===== src/verilog/gpd_pkg.sv =====
package gpd_pkg;
	// bus geometry
	localparam int APB_ADDR_W = 12;
	localparam int APB_DATA_W = 32;
	localparam int IDX_W = 10;
	localparam int BYTE_W = 8;
	localparam int STRB_W = 4;

	// port widths
	localparam int PORT_D_W = 7;
	localparam int PORT_E_W = 8;
	localparam int PORT_F_W = 4;

	// register indices, byte address is four times the index
	localparam logic [IDX_W-1:0] IDX_PORT_D_DATA = 10'h003;
	localparam logic [IDX_W-1:0] IDX_PORT_E_DATA = 10'h008;
	localparam logic [IDX_W-1:0] IDX_PORT_F_DATA = 10'h009;
	localparam logic [IDX_W-1:0] IDX_PORT_D_DIR = 10'h010;
	localparam logic [IDX_W-1:0] IDX_PORT_E_DIR = 10'h011;
	localparam logic [IDX_W-1:0] IDX_PORT_F_DIR = 10'h012;
	localparam logic [IDX_W-1:0] IDX_PERIPH_CTRL = 10'h014;
	localparam logic [IDX_W-1:0] IDX_TIMER_CHAN = 10'h015;

	// peripheral control register fields
	localparam int ACS_LSB = 0;
	localparam int ACS_W = 5;
	localparam int PS_LSB = 8;
	localparam int PS_W = 3;
	localparam int SPE_BIT = 16;
	localparam int MSTR_BIT = 17;
	localparam int MODE_FAULT_ENABLE_BIT = 18;
	localparam int SCI_BIT = 19;
	localparam int PERIPH_CTRL_W = 20;

	// timer channel edge/level select, two bits per channel
	localparam int ELS_W = 2;
	localparam int TIMER_CHANS = 6;
	localparam int TIMER_CHAN_W = ELS_W * TIMER_CHANS;

	// encodings
	localparam logic [PS_W-1:0] PS_EXT_CLOCK = 3'h7;
	localparam logic [ACS_W-1:0] ACS_FIRST_D = 5'h08;
	localparam logic [ACS_W-1:0] ACS_LAST_D = 5'h0E;
	localparam int D_TIMER_EXTERNAL_CLOCK_PIN_BIT = 6;

	// reset values
	localparam logic [APB_DATA_W-1:0] REG_RESET = 32'h0000_0000;
endpackage


===== src/verilog/gpd_port_bank.sv =====
`timescale 1ns/1ps
// one port: pin synchroniser, pin driver and read-back mux
module gpd_port_bank #(
	parameter int W = 8
) (
	input wire logic clk,
	input wire logic rstn,
	input wire logic [W-1:0] pinIn,
	input wire logic [W-1:0] latch,
	input wire logic [W-1:0] dir,
	input wire logic [W-1:0] owned,
	input wire logic [W-1:0] readZero,
	input wire logic [W-1:0] periphOut,
	input wire logic [W-1:0] periphDrv,
	output logic [W-1:0] pinOut,
	output logic [W-1:0] pinOeN,
	output logic [W-1:0] pinSync,
	output logic [W-1:0] readVal
);
	logic [W-1:0] pinMeta;
	logic [W-1:0] next_drive;
	logic [W-1:0] next_value;

	// two-stage synchroniser, pinMeta feeds only pinSync
	always_ff @(posedge clk)
	begin
		if (!rstn)
		begin
			pinMeta <= '0;
			pinSync <= '0;
		end
		else
		begin
			pinMeta <= pinIn;
			pinSync <= pinMeta;
		end
	end

	// owned pins follow the peripheral, the direction bit only steers reads
	always_comb
	begin
		next_drive = (owned & periphDrv) | (~owned & dir);
		next_value = (owned & periphOut) | (~owned & latch);
	end

	// registered driver; reset leaves every pin undriven
	always_ff @(posedge clk)
	begin
		if (!rstn)
		begin
			pinOeN <= '1;
			pinOut <= '0;
		end
		else
		begin
			pinOeN <= ~next_drive;
			pinOut <= next_value & next_drive;
		end
	end

	// output bits read the latch, inputs the synced pin or zero
	always_comb
	begin
		readVal = (dir & latch) | (~dir & ~readZero & pinSync);
	end
endmodule


===== src/verilog/gpd_ports.sv =====
`timescale 1ns/1ps
module gpd_ports (
	input wire logic clk,
	input wire logic rstn,
	input wire logic psel,
	input wire logic penable,
	input wire logic pwrite,
	input wire logic [gpd_pkg::APB_ADDR_W-1:0] paddr,
	input wire logic [gpd_pkg::APB_DATA_W-1:0] pwdata,
	input wire logic [gpd_pkg::STRB_W-1:0] pstrb,
	output logic [gpd_pkg::APB_DATA_W-1:0] prdata,
	output logic pready,
	output logic pslverr,
	input wire logic [gpd_pkg::PORT_D_W-1:0] portDPinIn,
	output logic [gpd_pkg::PORT_D_W-1:0] portDPinOut,
	output logic [gpd_pkg::PORT_D_W-1:0] portDPinOeN,
	input wire logic [gpd_pkg::PORT_E_W-1:0] portEPinIn,
	output logic [gpd_pkg::PORT_E_W-1:0] portEPinOut,
	output logic [gpd_pkg::PORT_E_W-1:0] portEPinOeN,
	input wire logic [gpd_pkg::PORT_F_W-1:0] portFPinIn,
	output logic [gpd_pkg::PORT_F_W-1:0] portFPinOut,
	output logic [gpd_pkg::PORT_F_W-1:0] portFPinOeN,
	input wire logic [3:0] spiOut,
	input wire logic [3:0] spiDrv,
	input wire logic [1:0] timerChanOutE,
	input wire logic [1:0] timerChanDrvE,
	input wire logic [gpd_pkg::PORT_F_W-1:0] timerChanOutF,
	input wire logic [gpd_pkg::PORT_F_W-1:0] timerChanDrvF,
	input wire logic sciTxOut,
	output logic [gpd_pkg::PORT_E_W-1:0] portEPinSync,
	output logic [gpd_pkg::PORT_F_W-1:0] portFPinSync,
	output logic timerExtClock,
	output logic [gpd_pkg::ACS_W-1:0] analogChannelSelect,
	output logic [gpd_pkg::PS_W-1:0] timerPrescalerSelect,
	output logic serialPeriphEnable,
	output logic serialPeriphMaster,
	output logic modeFaultEnable,
	output logic asyncSerialEnable,
	output logic [gpd_pkg::TIMER_CHAN_W-1:0] edgeLevelSelect
);
	// byte-lane merge used by every writable register
	function automatic logic [gpd_pkg::APB_DATA_W-1:0] mergeWrite(
		input logic [gpd_pkg::APB_DATA_W-1:0] oldVal,
		input logic [gpd_pkg::APB_DATA_W-1:0] wdata,
		input logic [gpd_pkg::STRB_W-1:0] strb
	);
		logic [gpd_pkg::APB_DATA_W-1:0] res;
		res = oldVal;
		for (int b = 0; b < gpd_pkg::STRB_W; b++)
		begin
			if (strb[b])
			begin
				res[b*gpd_pkg::BYTE_W +: gpd_pkg::BYTE_W] = wdata[b*gpd_pkg::BYTE_W +: gpd_pkg::BYTE_W];
			end
		end
		return res;
	endfunction

	// one-hot port D bit for an analog channel select value
	function automatic logic [gpd_pkg::PORT_D_W-1:0] analogMask(
		input logic [gpd_pkg::ACS_W-1:0] sel
	);
		logic [gpd_pkg::PORT_D_W-1:0] m;
		logic [gpd_pkg::ACS_W-1:0] ofs;
		m = '0;
		ofs = sel - gpd_pkg::ACS_FIRST_D;
		if (sel >= gpd_pkg::ACS_FIRST_D && sel <= gpd_pkg::ACS_LAST_D)
		begin
			m[ofs[2:0]] = 1'b1;
		end
		return m;
	endfunction

	// true when a timer channel's edge/level select is nonzero
	function automatic logic chanActive(
		input logic [gpd_pkg::TIMER_CHAN_W-1:0] els,
		input int ch
	);
		return |els[ch*gpd_pkg::ELS_W +: gpd_pkg::ELS_W];
	endfunction

	logic [gpd_pkg::PORT_D_W-1:0] latchD;
	logic [gpd_pkg::PORT_E_W-1:0] latchE;
	logic [gpd_pkg::PORT_F_W-1:0] latchF;
	logic [gpd_pkg::PORT_D_W-1:0] dirD;
	logic [gpd_pkg::PORT_E_W-1:0] dirE;
	logic [gpd_pkg::PORT_F_W-1:0] dirF;
	logic [gpd_pkg::PERIPH_CTRL_W-1:0] periphCtrl;
	logic [gpd_pkg::TIMER_CHAN_W-1:0] timerChan;
	logic [gpd_pkg::PORT_D_W-1:0] ownedD;
	logic [gpd_pkg::PORT_E_W-1:0] ownedE;
	logic [gpd_pkg::PORT_F_W-1:0] ownedF;
	logic [gpd_pkg::PORT_E_W-1:0] periphOutE;
	logic [gpd_pkg::PORT_E_W-1:0] periphDrvE;
	logic [gpd_pkg::PORT_D_W-1:0] readD;
	logic [gpd_pkg::PORT_E_W-1:0] readE;
	logic [gpd_pkg::PORT_F_W-1:0] readF;
	logic [gpd_pkg::PORT_D_W-1:0] syncD;
	logic [gpd_pkg::IDX_W-1:0] regIdx;
	logic mapped;
	logic setupCycle;
	logic writeDone;
	logic spiOn;
	logic ssOwned;
	logic extClkSel;
	logic [gpd_pkg::APB_DATA_W-1:0] next_rdata;

	// bus decode; the low two address bits must be zero
	always_comb
	begin
		regIdx = paddr[gpd_pkg::APB_ADDR_W-1:2];
		setupCycle = psel && !penable;
		writeDone = psel && penable && pready && pwrite && !pslverr;
		mapped = (paddr[1:0] == 2'h0) &&
			(regIdx == gpd_pkg::IDX_PORT_D_DATA || regIdx == gpd_pkg::IDX_PORT_E_DATA ||
			regIdx == gpd_pkg::IDX_PORT_F_DATA || regIdx == gpd_pkg::IDX_PORT_D_DIR ||
			regIdx == gpd_pkg::IDX_PORT_E_DIR || regIdx == gpd_pkg::IDX_PORT_F_DIR ||
			regIdx == gpd_pkg::IDX_PERIPH_CTRL || regIdx == gpd_pkg::IDX_TIMER_CHAN);
	end

	// one wait-free access: ready in the first access cycle
	always_ff @(posedge clk)
	begin
		if (!rstn)
		begin
			pready <= 1'b0;
			pslverr <= 1'b0;
		end
		else
		begin
			pready <= setupCycle;
			pslverr <= setupCycle && !mapped;
		end
	end

	// data latches carry no reset, so reset keeps whatever was written
	always_ff @(posedge clk)
	begin
		if (writeDone && regIdx == gpd_pkg::IDX_PORT_D_DATA)
		begin
			latchD <= (gpd_pkg::PORT_D_W)'(mergeWrite((gpd_pkg::APB_DATA_W)'(latchD), pwdata, pstrb));
		end
		if (writeDone && regIdx == gpd_pkg::IDX_PORT_E_DATA)
		begin
			latchE <= (gpd_pkg::PORT_E_W)'(mergeWrite((gpd_pkg::APB_DATA_W)'(latchE), pwdata, pstrb));
		end
		if (writeDone && regIdx == gpd_pkg::IDX_PORT_F_DATA)
		begin
			latchF <= (gpd_pkg::PORT_F_W)'(mergeWrite((gpd_pkg::APB_DATA_W)'(latchF), pwdata, pstrb));
		end
	end

	// direction registers, all inputs after reset
	always_ff @(posedge clk)
	begin
		if (!rstn)
		begin
			dirD <= gpd_pkg::REG_RESET[gpd_pkg::PORT_D_W-1:0];
			dirE <= gpd_pkg::REG_RESET[gpd_pkg::PORT_E_W-1:0];
			dirF <= gpd_pkg::REG_RESET[gpd_pkg::PORT_F_W-1:0];
		end
		else
		begin
			if (writeDone && regIdx == gpd_pkg::IDX_PORT_D_DIR)
			begin
				dirD <= (gpd_pkg::PORT_D_W)'(mergeWrite((gpd_pkg::APB_DATA_W)'(dirD), pwdata, pstrb));
			end
			if (writeDone && regIdx == gpd_pkg::IDX_PORT_E_DIR)
			begin
				dirE <= (gpd_pkg::PORT_E_W)'(mergeWrite((gpd_pkg::APB_DATA_W)'(dirE), pwdata, pstrb));
			end
			if (writeDone && regIdx == gpd_pkg::IDX_PORT_F_DIR)
			begin
				dirF <= (gpd_pkg::PORT_F_W)'(mergeWrite((gpd_pkg::APB_DATA_W)'(dirF), pwdata, pstrb));
			end
		end
	end

	// pin-sharing controls, all peripherals released after reset
	always_ff @(posedge clk)
	begin
		if (!rstn)
		begin
			periphCtrl <= gpd_pkg::REG_RESET[gpd_pkg::PERIPH_CTRL_W-1:0];
			timerChan <= gpd_pkg::REG_RESET[gpd_pkg::TIMER_CHAN_W-1:0];
		end
		else
		begin
			if (writeDone && regIdx == gpd_pkg::IDX_PERIPH_CTRL)
			begin
				periphCtrl <= (gpd_pkg::PERIPH_CTRL_W)'(mergeWrite(
					(gpd_pkg::APB_DATA_W)'(periphCtrl), pwdata, pstrb));
			end
			if (writeDone && regIdx == gpd_pkg::IDX_TIMER_CHAN)
			begin
				timerChan <= (gpd_pkg::TIMER_CHAN_W)'(mergeWrite(
					(gpd_pkg::APB_DATA_W)'(timerChan), pwdata, pstrb));
			end
		end
	end

	// pin ownership per port
	always_comb
	begin
		spiOn = periphCtrl[gpd_pkg::SPE_BIT];
		extClkSel = periphCtrl[gpd_pkg::PS_LSB +: gpd_pkg::PS_W] == gpd_pkg::PS_EXT_CLOCK;
		// slave select is free when off, or master without mode-fault check
		ssOwned = spiOn && !(periphCtrl[gpd_pkg::MSTR_BIT] &&
			!periphCtrl[gpd_pkg::MODE_FAULT_ENABLE_BIT]);
		ownedD = analogMask(periphCtrl[gpd_pkg::ACS_LSB +: gpd_pkg::ACS_W]);
		ownedD[gpd_pkg::D_TIMER_EXTERNAL_CLOCK_PIN_BIT] = ownedD[gpd_pkg::D_TIMER_EXTERNAL_CLOCK_PIN_BIT] || extClkSel;
		ownedE[7:5] = {3{spiOn}};
		ownedE[4] = ssOwned;
		ownedE[3] = chanActive(timerChan, 1);
		ownedE[2] = chanActive(timerChan, 0);
		ownedE[1:0] = {2{periphCtrl[gpd_pkg::SCI_BIT]}};
		for (int i = 0; i < gpd_pkg::PORT_F_W; i++)
		begin
			ownedF[i] = chanActive(timerChan, i + 2);
		end
		// receive pin is a pure input, transmit always drives while owned
		periphOutE = {spiOut, timerChanOutE, 1'b0, sciTxOut};
		periphDrvE = {spiDrv, timerChanDrvE, 1'b0, 1'b1};
	end

	// port D pins taken by converter or timer clock are inputs only
	gpd_port_bank #(
		.W(gpd_pkg::PORT_D_W)
	) bankD (
		.clk(clk),
		.rstn(rstn),
		.pinIn(portDPinIn),
		.latch(latchD),
		.dir(dirD),
		.owned(ownedD),
		.readZero(ownedD),
		.periphOut('0),
		.periphDrv('0),
		.pinOut(portDPinOut),
		.pinOeN(portDPinOeN),
		.pinSync(syncD),
		.readVal(readD)
	);

	gpd_port_bank #(
		.W(gpd_pkg::PORT_E_W)
	) bankE (
		.clk(clk),
		.rstn(rstn),
		.pinIn(portEPinIn),
		.latch(latchE),
		.dir(dirE),
		.owned(ownedE),
		.readZero('0),
		.periphOut(periphOutE),
		.periphDrv(periphDrvE),
		.pinOut(portEPinOut),
		.pinOeN(portEPinOeN),
		.pinSync(portEPinSync),
		.readVal(readE)
	);

	gpd_port_bank #(
		.W(gpd_pkg::PORT_F_W)
	) bankF (
		.clk(clk),
		.rstn(rstn),
		.pinIn(portFPinIn),
		.latch(latchF),
		.dir(dirF),
		.owned(ownedF),
		.readZero('0),
		.periphOut(timerChanOutF),
		.periphDrv(timerChanDrvF),
		.pinOut(portFPinOut),
		.pinOeN(portFPinOeN),
		.pinSync(portFPinSync),
		.readVal(readF)
	);

	// read mux, unused upper bits read zero
	always_comb
	begin
		next_rdata = '0;
		unique case (regIdx)
			gpd_pkg::IDX_PORT_D_DATA: next_rdata[gpd_pkg::PORT_D_W-1:0] = readD;
			gpd_pkg::IDX_PORT_E_DATA: next_rdata[gpd_pkg::PORT_E_W-1:0] = readE;
			gpd_pkg::IDX_PORT_F_DATA: next_rdata[gpd_pkg::PORT_F_W-1:0] = readF;
			gpd_pkg::IDX_PORT_D_DIR: next_rdata[gpd_pkg::PORT_D_W-1:0] = dirD;
			gpd_pkg::IDX_PORT_E_DIR: next_rdata[gpd_pkg::PORT_E_W-1:0] = dirE;
			gpd_pkg::IDX_PORT_F_DIR: next_rdata[gpd_pkg::PORT_F_W-1:0] = dirF;
			gpd_pkg::IDX_PERIPH_CTRL: next_rdata[gpd_pkg::PERIPH_CTRL_W-1:0] = periphCtrl;
			gpd_pkg::IDX_TIMER_CHAN: next_rdata[gpd_pkg::TIMER_CHAN_W-1:0] = timerChan;
			default: next_rdata = '0;
		endcase
	end

	// read data captured at the setup edge, held through the access cycle
	always_ff @(posedge clk)
	begin
		if (!rstn)
		begin
			prdata <= '0;
		end
		else if (setupCycle)
		begin
			prdata <= (mapped && !pwrite) ? next_rdata : '0;
		end
	end

	// controls and timer clock handed to the sharing peripherals
	always_ff @(posedge clk)
	begin
		if (!rstn)
		begin
			timerExtClock <= 1'b0;
			analogChannelSelect <= '0;
			timerPrescalerSelect <= '0;
			serialPeriphEnable <= 1'b0;
			serialPeriphMaster <= 1'b0;
			modeFaultEnable <= 1'b0;
			asyncSerialEnable <= 1'b0;
			edgeLevelSelect <= '0;
		end
		else
		begin
			timerExtClock <= extClkSel && syncD[gpd_pkg::D_TIMER_EXTERNAL_CLOCK_PIN_BIT];
			analogChannelSelect <= periphCtrl[gpd_pkg::ACS_LSB +: gpd_pkg::ACS_W];
			timerPrescalerSelect <= periphCtrl[gpd_pkg::PS_LSB +: gpd_pkg::PS_W];
			serialPeriphEnable <= periphCtrl[gpd_pkg::SPE_BIT];
			serialPeriphMaster <= periphCtrl[gpd_pkg::MSTR_BIT];
			modeFaultEnable <= periphCtrl[gpd_pkg::MODE_FAULT_ENABLE_BIT];
			asyncSerialEnable <= periphCtrl[gpd_pkg::SCI_BIT];
			edgeLevelSelect <= timerChan;
		end
	end
endmodule


===== config.mk =====
export PLATFORM = sky130hd
export DESIGN_NAME = gpd_ports
export DESIGN_NICKNAME = d
export VERILOG_FILES = /design/src/verilog/gpd_pkg.sv /design/src/verilog/gpd_port_bank.sv /design/src/verilog/gpd_ports.sv
export SDC_FILE = /design/constraint.sdc
export NUM_CORES = 1
export LEC_CHECK = 0
export BUFFER_PORTS_ARGS = -buffer_cell sky130_fd_sc_hd__buf_2
export CAP_MARGIN = 15
export CORE_UTILIZATION = 30
export DETAILED_ROUTE_END_ITERATION = 16
export HOLD_SLACK_MARGIN = 0.1
export PLACE_DENSITY = 0.59
export SETUP_SLACK_MARGIN = 0.02
export SLEW_MARGIN = 20
export SYNTH_ARGS = -nofsm -noshare
export SYNTH_HDL_FRONTEND = slang
export SYNTH_SLANG_ARGS = --single-unit
export TNS_END_PERCENT = 50

===== constraint.sdc =====
create_clock -name clk -period 2.4 [get_ports clk]
set_input_delay 0.36 -clock clk [delete_from_list [all_inputs] [get_ports clk]]
set_output_delay 0.36 -clock clk [all_outputs]
set_load 0.01 [all_outputs]

## After elaboration in Yosys (flattened, before gate mapping)

Index checks and enable logic that the tools add are counted.

| cells by class | value |
|---|---|
| bitwise gates (word level) | 36 |
| reductions and logical operators | 53 |
| magnitude comparators | 4 |
| multiplexer cells | 9 |
| equality and inequality tests | 9 |
| $add $sub $neg | 1 |

Operator list:

| operator | count |
|---|---|
| 8-bit bitwise AND | 7 |
| 10-bit by 5-bit == test with 1-bit output (second input constant) | 5 |
| 7-bit bitwise AND | 6 |
| 4-bit one-hot mux with 8 select lines | 1 |
| 4-bit bitwise AND | 7 |
| 8-bit NOT | 3 |
| 8-bit bitwise OR | 3 |
| 2-bit AND reduction | 11 |
| 1-bit logical AND | 21 |
| 7-bit NOT | 3 |
| 10-bit by 4-bit == test with 1-bit output (second input constant) | 2 |
| 20-bit two-way mux | 1 |
| 3-bit one-hot mux with 6 select lines | 1 |
| 4-bit NOT | 3 |
| 4-bit bitwise OR | 3 |
| 2-bit OR reduction | 6 |
| 10-bit by 2-bit == test with 1-bit output (second input constant) | 1 |
| 1-bit logical OR | 8 |
| 8-bit two-way mux | 1 |
| 4-bit one-hot mux with 2 select lines | 1 |
| 7-bit two-way mux | 1 |
| 7-bit bitwise OR | 1 |
| 1-bit logical NOT | 6 |
| 5-bit by 4-bit greater-or-equal comparator with 1-bit output (second input constant) | 1 |
| 9 further kinds | 9 |

| storage, ports and cells | value |
|---|---|
| word-level logic and storage cells | 146 |
| output and inout port bits | 109 |
| input bits | 93 |
| register bits | 205 |

## Longest topological paths before layout

Gate-level depths: netlist of the first run.

| depth | value |
|---|---|
| depth after elaboration | 13 |
| mapped depth | 7 |
| depth with buffers taken out | 5 |

## Hierarchy

From an unflattened synthesis of the first run, not the netlist that was laid out.

| second synthesis, totals | value |
|---|---|
| cells, all modules | 698 |
| area, all modules | 7596.0 um^2 |

Modules (own cells, without submodules):

| module | cells an instance | seq. area each (um^2) | times used | area each (um^2) |
|---|---|---|---|---|
| gpd_ports | 438 | 2532.4 | 1 | 4839.6 |
| gpd_port_bank (bankE) | 109 | 640.6 | 1 | 1144.8 |
| gpd_port_bank (bankD) | 96 | 560.5 | 1 | 1018.5 |
| gpd_port_bank (bankF) | 55 | 320.3 | 1 | 593.1 |

## Least setup slack after synthesis of the first run

No wires, ideal clock.

| path | value |
|---|---|
| path kind | in2reg |
| start | in paddr[7] (netlist bit) |
| end | reg latchE[0] (netlist bit), enable pin |
| slack | 0.309 ns |
| cell stages on the path | 4 |
| library setup time | 0.370 ns |
| required time | 2.030 ns |
| buffers on the path | 0 |
| arrival | 1.721 ns |
| cells stage by stage | or4_4 -> nor3_4 -> nand2_1 -> nor2_1 |

| between the ends | value |
|---|---|
| cells in the longest elaborated chain, start to end | 3 |

Ends and longest elaborated chain:

| item | line | text |
|---|---|---|
| start, declared | gpd_ports.sv:8 | `input wire logic [gpd_pkg::APB_ADDR_W-1:0] paddr,` |
| 10-bit by 4-bit == test with 1-bit output | gpd_ports.sv:143 | `if (writeDone && regIdx == gpd_pkg::IDX_PORT_E_DATA)` |
| 1-bit logical AND | gpd_ports.sv:143 |  |
| 2-bit AND reduction (no line) | n/a |  |
| end signal, assigned | gpd_ports.sv:145 | `latchE <= (gpd_pkg::PORT_E_W)'(mergeWrite((gpd_pkg::APB_DATA_W)'(latchE), pwdata, pstrb));` |
| end, declared | gpd_ports.sv:83 | `logic [gpd_pkg::PORT_E_W-1:0] latchE;` |

No other way between the ends.
A chain may end at the register's enable or synchronous reset.

## Final worst setup path of the first run

| path | value |
|---|---|
| start | reg pready |
| end | reg periphCtrl[6] (netlist bit) |

| between the ends | value |
|---|---|
| cells in the longest elaborated chain, start to end | 5 |

Ends and longest elaborated chain:

| item | line | text |
|---|---|---|
| start, declared | gpd_ports.sv:12 | `output logic pready,` |
| start signal, assigned | gpd_ports.sv:131 | `pready <= setupCycle;` |
| 1-bit logical AND (3 in a row) | gpd_ports.sv:113 | `writeDone = psel && penable && pready && pwrite && !pslverr;` |
| 1-bit logical AND | gpd_ports.sv:189 | `if (writeDone && regIdx == gpd_pkg::IDX_PERIPH_CTRL)` |
| 2-bit AND reduction (no line) | n/a |  |
| end signal, assigned | gpd_ports.sv:184 | `periphCtrl <= gpd_pkg::REG_RESET[gpd_pkg::PERIPH_CTRL_W-1:0];` |
| end signal, assigned | gpd_ports.sv:191 | `periphCtrl <= (gpd_pkg::PERIPH_CTRL_W)'(mergeWrite(` |
| end, declared | gpd_ports.sv:88 | `logic [gpd_pkg::PERIPH_CTRL_W-1:0] periphCtrl;` |

No other way between the ends.

==> metrics, run 1 <==
core box area=23500 µm²; HP Class=in2reg; maximum vdd ir drop=403 µV; vias in the first global route=between 5k and 6k; filler cell count=2441; Max Cap Violations=0; Avg Synthesized Cell Area=10.4 µm²; PortBufs=around 180; Nets=978; Post-CTS Setup Bufs=0; Max Root-Sink Buffers=2; placed insts=roughly 1.2k; Die ar.=24700 µm²; clk root buf=clkbuf_16; register area share after synthesis=0.561; latest clock arrival within the worst-skew pair=~440 ps; pwr dens=between 600 and 700 nW/µm²; CTS tree=done; Final Slew Violations=0; initial antenna violation count=0; CTS Sinks=193; Initial Util=0.307; Worst Path Required=2770 ps; chip height=157 µm; Worst Path Arrival=2150 ps; Synth cell types=slightly below 60; Worst Tran Pin Value=a little over 800 ps; drt initial violations=316; CTS Hold Buffers Added=0; setup TNS=0 ps; CTS buffer count=17; total power=6.34 mW; number of synthesized register bits=193; status=completed; EDFF count, synth=19; clock skew=~6.5 ps; chip width=157 µm; first-pass GRT wire length=~30000 µm; Tmin final=about 1800 ps; std cell rows=56; Setup violations, final=0; fmax=561 MHz; Remaining DRCs=0; final WL=approximately 20000 µm; Total GRT Usage=0.168; placed cell areas=8560 µm²; Post-DRT Antenna Nets=0; cells after synthesis=694; Post-Syn Area=slightly above 7000 µm²; final worst path period share=0.743; Synth Flop Type=dfxtp_1; fin cells=1217; CP startpoint kind=flop; normalized max-slew margin=0.453; drt wl/cell=16.7 µm; worst setup path category=reg2reg; crit path max fanout=12; largest net degree at the start of global routing=between 50 and 60; Final Hold Violating Endpoints=0; layout cells sized above 1=0.300; DR vias=5609; post-synthesis async set-or-reset flop share=0; Setup crit end kind=flop; yosys warns=0; Via density=~4.6; # H-tree levels=4; RSZ-0062 raised after global routing=no; TritonRoute pass-1 iters=4; hpwl dp=~15000 µm; clock-pin slew on the worst setup and hold paths=80 ps; post_cts resized=0; Final Instance Area=9130 µm²; GP Congestion=0.809; Ant. Diodes=0; I/O pin total=202; P&R area growth vs syn=26.3%; grt ovf=0; leakage dissipation=about 3.8 nW
## flip-flops by register name (all words and copies together) (netlist names), 8 cells and up
signal / count
edgeLevelSelect: 12
bankE.pinOeN: 8
bankE.pinSync: 8
periphCtrl: 20
latchE: 8
dirE: 8
timerChan: 12
prdata: 20
bankE.pinOut: 8
bankE.pinMeta: 8
## cells in the final DEF, fill, tap and decap left out, drive strengths merged, types with 14 or more instances in the layout
master,instances
buf,204
dfxtp,174
nor2,76
and2,67
nand2,66
mux2i,60
a21oi,31
o21ai,25
inv,24
edfxtp,19
clkbuf,18
nand3,14
## layer usage
| metal | global-route usage | vias to the layer above | share of wire |
|---|---|---|---|
| met5 | 0 | - | 0 |
| met4 | 0.0509 | 0 | 0.016 |
| met3 | 0.0479 | 29 | 0.068 |
| met2 | 0.278 | 164 | 0.47 |
| met1 | 0.209 | 2674 | 0.44 |
| li1 | - | 2742 | - |
## power by group
group,total (mW),switching [mW],leakage [nW],internal [mW]
registers,3.29,0.0104,1.58,3.28
clock network,2.79,1.37,0.285,1.42
logic,0.261,0.159,1.95,0.102
total,6.34,1.54,3.82,4.80
## Yosys cell counts, types with 9 or more instances
library cell | instances | area [µm²]
buf_4 | 13 | 97.6
and2_1 | 67 | 419
mux2_2 | 9 | 101
nand2_1 | 66 | 248
mux2i_1 | 60 | 601
edfxtp_1 | 19 | 571
clkbuf_1 | 19 | 71.3
o21ai_0 | 24 | 120
nor2_1 | 75 | 282
a21oi_1 | 31 | 155
nand3_1 | 13 | 65.1
dfxtp_1 | 174 | 3480
a22oi_1 | 12 | 90.1
nand3b_1 | 12 | 90.1
inv_1 | 14 | 52.6
## cells by family after synthesis
logic type,after synthesis,synth area share
other cells,1,0.000519
flops,193,0.561
mux,73,0.110
buf+inv,58,0.0379
simple gates,274,0.208
compound gates,95,0.0834
## per-stage QoR
step,hold WS (ps),utilization,setup WS (ps)
after floorplan,412,-,309
after global placement,413,0.363,257
after detailed placement,418,0.363,222
after CTS,103,0.388,612
after global routing,110,0.388,419
final,121,0.388,616
## cell type report
type | instances | area (µm²) | share of cell area
sequential | 193 | 4050 | 0.444
inverter | 15 | 56.3 | 0.00616
tap | 319 | 399 | 0.0437
multi-input combinational | 454 | 2940 | 0.322
clock inverter | 14 | 138 | 0.0151
clock buffer | 18 | 439 | 0.0481
timing repair buffer | 204 | 1100 | 0.121
## final timing paths
path                            cells after the start  slack (ps)                           to                         from
worst max-delay path                                6         620   periphCtrl[6]$_SDFFE_PN0P_            pready$_SDFF_PN0_
worst max register to register                      6         620   periphCtrl[6]$_SDFFE_PN0P_            pready$_SDFF_PN0_
worst min-delay path                                2         120  bankE.pinMeta[3]$_SDFF_PN0_                portEPinIn[3]
worst min register to register                      1         430  bankF.pinSync[0]$_SDFF_PN0_  bankF.pinMeta[0]$_SDFF_PN0_
## worst max-delay path, cell delays in order, from the launching register on
cell and delay, ps:
dfxtp_1 320, nor2b_1 160, nand3_1 190, buf_4 250
nor3_2 520, nand2_1 110, a21oi_1 160
Power figures use the tool's default switching activity.
==> inputs of run 2 (changes only) <==
PLACE_DENSITY = 0.61   (was 0.59)
clock period = 1.6 ns   (was 2.4 ns; I/O delays follow)
==> run 2 against run 1 <==
Effect of this change: die area is the same; combinational power grew 100%; sequential cell count is the same; utilization grew 4.6 points; cell count grew 8.2%; total power grew 56%; global-route usage grew 0.48 points; sequential share of layout area shrank 4.7 points; largest power group unchanged; highest routed layer unchanged.
==> metrics, run 2 (synthesis gave the netlist of run 1 again) <==
hold wc startpoint=timerChanDrvF[2] (was portEPinIn[3]); initial antenna violation count=0 (unchanged); leading cell type in the layout, fill and taps excluded=buf_2 (unchanged); latest clock arrival within the worst-skew pair=430 ps (was 440 ps); Worst Tran Pin Value=500 ps (was 814 ps); first-pass GRT wire length=31500 µm (was 30400 µm); maximum vdd ir drop=507 µV (was 403 µV); Max Cap Violations=0 (unchanged); CTS Sinks=193 (unchanged); core box area=23500 µm² (unchanged); Nets=1078 (was 978); largest net degree at the start of global routing=60 (was 57); Worst Path Required=1920 ps (was 2770 ps); fmax=654 MHz (was 561 MHz); Final Hold Violating Endpoints=0 (unchanged); Final Slew Violations=0 (unchanged); Worst Path Arrival=1850 ps (was 2150 ps); Max Root-Sink Buffers=2 (unchanged); pwr dens=970 nW/µm² (was 694 nW/µm²); CP Cell Sequence=buf_4 > mux4_2 > a22o_1 > o311a_1 (was nor2b_1 > nand3_1 > buf_4 > nor3_2 > nand2_1 > a21oi_1); biggest regs=periphCtrl x20, prdata x20 (unchanged); PortBufs=176 (unchanged); drt wl/cell=16.1 µm (was 16.7 µm); drt initial violations=303 (was 316); Critical Path Max Stage Delay=470 ps (was 520 ps); layout cells sized above 1=0.334 (was 0.300); # H-tree levels=4 (unchanged); clk root buf=clkbuf_16 (unchanged); grt ovf=0 (unchanged); final WL=21200 µm (was 20400 µm); P&R area growth vs syn=41.2% (was 26.3%); launching point of the worst reg2reg path=periphCtrl[3]$_SDFFE_PN0P_ (was pready$_SDFF_PN0_); commonest cells after routing, fill and taps aside=buf_2 (176), dfxtp_1 (171), nor2_1 (72) (was buf_2 (176), dfxtp_1 (174), nor2_1 (75)); GP Congestion=0.877 (was 0.809); Setup crit end kind=flop (unchanged); DR vias=5881 (was 5609); Total GRT Usage=0.172 (was 0.168); CP startpoint kind=flop (unchanged); CTS buffer count=17 (unchanged); Initial Util=0.307 (unchanged); total power=9.91 mW (was 6.34 mW); std cell rows=56 (unchanged); RSZ-0062 raised after global routing=yes (was no); Via density=4.47 (was 4.61); final worst path period share=0.956 (was 0.743); vias in the first global route=5687 (was 5319); chip height=157 µm (unchanged); worst setup path category=reg2reg (unchanged); Post-DRT Antenna Nets=0 (unchanged); clock-pin slew on the worst setup and hold paths=70 ps (was 80 ps); Ant. Diodes=0 (unchanged); status=completed (unchanged); final core utilization=0.434 (was 0.388); Tmin final=1530 ps (was 1780 ps); leakage dissipation=4.34 nW (was 3.82 nW); CTS tree=done (unchanged); WP buf/inv=1 (unchanged); HP Class=in2reg (unchanged); crit path max fanout=3 (was 12); Max stage delay cell, worst path=mux4_2 (was nor3_2); I/O pin total=202 (unchanged); Critical Path Start=periphCtrl[3]$_SDFFE_PN0P_ (was pready$_SDFF_PN0_); clock skew=12.5 ps (was 6.52 ps); crit-path leading delay family=compound AO/OA/AOI/OAI gates (was simple AND/OR/NAND/NOR gates); Die ar.=24700 µm² (unchanged); Remaining DRCs=0 (unchanged); Setup violations, final=0 (unchanged); TritonRoute pass-1 iters=4 (unchanged); Hold Slack=121 ps (about the same); hpwl dp=16000 µm (was 15300 µm); chip width=157 µm (unchanged); normalized max-slew margin=0.664 (was 0.453)
## run 2: changes by cell type in the layout (fill, tap and decap cells not counted), sizes merged
cell         previous run  this run
buf                   204       253
bufinv                  0         3
clkbuf                 18        19
dlygate4sd3             0        51
inv                    24        20
## run 2: per-layer routing
layer  global-route usage  wire, µm  part of all wire
met1                0.224      9500              0.45
met2                0.286     10200              0.48
met3               0.0385      1340             0.063
met4               0.0467       185            0.0087
met5                    0         0                 0
## run 2: metrics by stage
step / setup WS [ps] / area [µm²] / std cells / setup TNS (ps)
floorplan: -79.3 / 7340 / 705 / -3680
global placement: -262 / 9000 / 1233 / -15560
detailed placement: -293 / 9000 / 1233 / -16900
CTS: 23.0 / 10100 / 1316 / 0
global route: 19.1 / 10200 / 1317 / 0
finish: 70.4 / 10200 / 1317 / 0
## run 2: worst min-delay path, stage by stage
cell and delay, ps:
buf_2 70, mux2_2 130, nand2_1 60
## run 2: final cells by class
type                    instances  area, µm²
well taps                     319        399
inverters                      15       56.3
repair buffers                304       2040
flip-flops and latches        193       4060
fillers                      2320      13300
multi-input cells             454       3050
clock buffers                  19        433
clock inverters                13        173
## run 2: worst paths after layout
kind | to | depth (start not counted) | slack (ps)
max | prdata[3]$_SDFFE_PN0P_ | 4 | 70
min | bankF.pinOeN[2]$_SDFF_PN1_ | 3 | 120
max reg2reg | prdata[3]$_SDFFE_PN0P_ | 4 | 70
min reg2reg | bankE.pinSync[6]$_SDFF_PN0_ | 1 | 430
## run 2: repair_timing
item                       4_1_cts  5_1_grt
pin swaps                        2       12
hold buffers                    51        0
resized for setup                7       15
setup endpoints to repair       29       39
hold endpoints to repair        59        0
setup buffers                    0        1
## run 2: power by group
part           switching (mW)  internal [mW]  total (mW)  leakage, nW
Clock                    1.94           2.50        4.44        0.294
Sequential             0.0184           4.92        4.94         1.58
Combinational           0.267          0.263       0.530         2.47
Total                    2.23           7.68        9.91         4.34
==> inputs of run 3 (changes only) <==
CORE_UTILIZATION = 28   (was 30)
PLACE_DENSITY = 0.58   (was 0.61)
TNS_END_PERCENT = 20   (was 50)
==> run 3 against run 2 <==
Effect of this change: via count rose by 2.8%; non-clock buffer count unchanged; sequential cell count did not move; clock-buffer cell count did not move; critical path type unchanged; cell count rose by 0.84%; first-iteration DRC count is 56% higher; combinational power is essentially flat; largest cell class unchanged.
==> metrics, run 3 (synthesis gave the netlist of run 1 again) <==
DR vias=6044 (was 5881); final worst path period share=0.977 (was 0.956); filler cell count=2536 (was 2320); first-pass GRT wire length=33700 µm (was 31500 µm); leakage dissipation=4.33 nW (was 4.34 nW); final WL=22500 µm (was 21200 µm); HP Class=in2reg (unchanged); TritonRoute pass-1 iters=7 (was 4); drt wl/cell=16.9 µm (was 16.1 µm); clk root buf=clkbuf_16 (unchanged); largest net degree at the start of global routing=69 (was 60); fin cells=1328 (was 1317); top layer reached by signal wires=met5 (was met4); Die ar.=26500 µm² (was 24700 µm²); drt initial violations=474 (was 303); P&R area growth vs syn=40.7% (was 41.2%); placed insts=1243 (was 1233); GP Congestion=0.877 (about the same); maximum vdd ir drop=514 µV (was 507 µV); initial antenna violation count=1 (was 0); chip height=163 µm (was 157 µm); Worst Path Arrival=1890 ps (was 1850 ps); PortBufs=176 (unchanged); Setup crit end kind=flop (unchanged); commonest cells after routing, fill and taps aside=buf_2 (176), dfxtp_1 (169), nor2_1 (73) (was buf_2 (176), dfxtp_1 (171), nor2_1 (72)); core box area=25300 µm² (was 23500 µm²); Worst Path Required=1930 ps (was 1920 ps); final worst slack=37.2 ps (was 70.4 ps); Setup violations, final=0 (unchanged); leading cell type in the layout, fill and taps excluded=buf_2 (unchanged); DR WL met2=10800 µm (was 10200 µm); wire length on met3=1290 µm (was 1340 µm); met1 WL=10100 µm (was 9500 µm); Tmin final=1560 ps (was 1530 ps); Final Hold Violating Endpoints=0 (unchanged); vias in the first global route=5913 (was 5687); setup TNS=0 ps (unchanged); Initial Util=0.286 (was 0.307); layout cells sized above 1=0.338 (was 0.334); Post-DRT Antenna Nets=0 (unchanged); Hold Slack=119 ps (was 121 ps); CP startpoint kind=flop (unchanged); grt ovf=0 (unchanged); worst reg2reg setup slack=40 ps (was 70 ps); fmax=640 MHz (was 654 MHz); CTS buffer count=17 (unchanged); RSZ-0062 raised after global routing=yes (unchanged); worst slack, placed=-329 ps (was -293 ps); Max Cap Violations=0 (unchanged); status=completed (unchanged); crit path max fanout=4 (was 3); final core utilization=0.403 (was 0.434); I/O pin total=202 (unchanged); clock-pin slew on the worst setup and hold paths=70 ps (about the same); Remaining DRCs=0 (unchanged); Ant. Diodes=0 (unchanged); CTS Sinks=193 (unchanged); biggest regs=periphCtrl x20, prdata x20 (unchanged); latest clock arrival within the worst-skew pair=440 ps (was 430 ps); Final Slew Violations=0 (unchanged); # H-tree levels=4 (unchanged); worst setup path category=reg2reg (unchanged); Total GRT Usage=0.172 (about the same); Max Root-Sink Buffers=2 (unchanged); clock skew=9.74 ps (was 12.5 ps); Via density=4.55 (was 4.47); Nets=1078 (unchanged); pwr dens=948 nW/µm² (was 970 nW/µm²); CTS tree=done (unchanged); chip width=163 µm (was 157 µm); hpwl dp=16700 µm (was 16000 µm); std cell rows=58 (was 56)
## run 3: changes by cell type in the layout (fill, tap and decap cells not counted), sizes merged
cell         previous run  this run
buf                   253       252
dlygate4sd3            51        52
bufinv                  3         0
inv                    20        21
clkinv                  4         6
## run 3: power breakdown
group | switching, mW | leakage (nW) | total (mW) | internal [mW]
registers | 0.0202 | 1.58 | 4.94 | 4.92
clock network | 2.04 | 0.282 | 4.17 | 2.13
logic | 0.269 | 2.47 | 0.530 | 0.260
total | 2.33 | 4.33 | 9.64 | 7.31
## run 3: stage by stage
stage | instance area, µm² | power, mW
global route | 10200 | 10.0
finish | 10200 | 9.64
global placement | 8990 | 5.48
floorplan | 7320 | 5.24
CTS | 10100 | 9.75
detailed placement | 8990 | 5.48
## run 3: per-layer routing
metal / vias up / GRT usage
li1: 2948 / -
met4: 2 / 0.0506
met3: 28 / 0.0405
met5: - / 0
met1: 2871 / 0.219
met2: 195 / 0.289
## run 3: final timing paths
kind | from | endpoint | cells after the start
setup reg to reg | periphCtrl[3]$_SDFFE_PN0P_ | prdata[3]$_SDFFE_PN0P_ | 4
hold reg to reg | bankD.pinMeta[0]$_SDFF_PN0_ | bankD.pinSync[0]$_SDFF_PN0_ | 1
hold / removal | spiDrv[0] | bankE.pinOeN[4]$_SDFF_PN1_ | 3
setup / recovery | periphCtrl[3]$_SDFFE_PN0P_ | prdata[3]$_SDFFE_PN0P_ | 4
## run 3: final cells by class
| class | instances | area, µm² | area share |
|---|---|---|---|
| flip-flops and latches | 193 | 4060 | 0.399 |
| multi-input cells | 454 | 3050 | 0.300 |
| repair buffers | 304 | 2020 | 0.199 |
| clock buffers | 19 | 453 | 0.0445 |
| well taps | 330 | 413 | 0.0406 |
| clock inverters | 13 | 116 | 0.0114 |
| inverters | 15 | 56.3 | 0.00553 |
## run 3: critical path: stages (launching register included)
cell and delay [ps]:
dfxtp_2 320, buf_4 140, mux4_2 480, a22o_1 200, o311a_1 320
## run 3: what timing repair did
item / CTS / global route
buffers inserted: 0 / 1
setup endpoints to repair: 44 / 48
resized for setup: 6 / 16
hold buffers: 52 / 0
endpoints found under the hold margin: 62 / 0
gates cloned: 0 / 0
pin swaps: 0 / 8
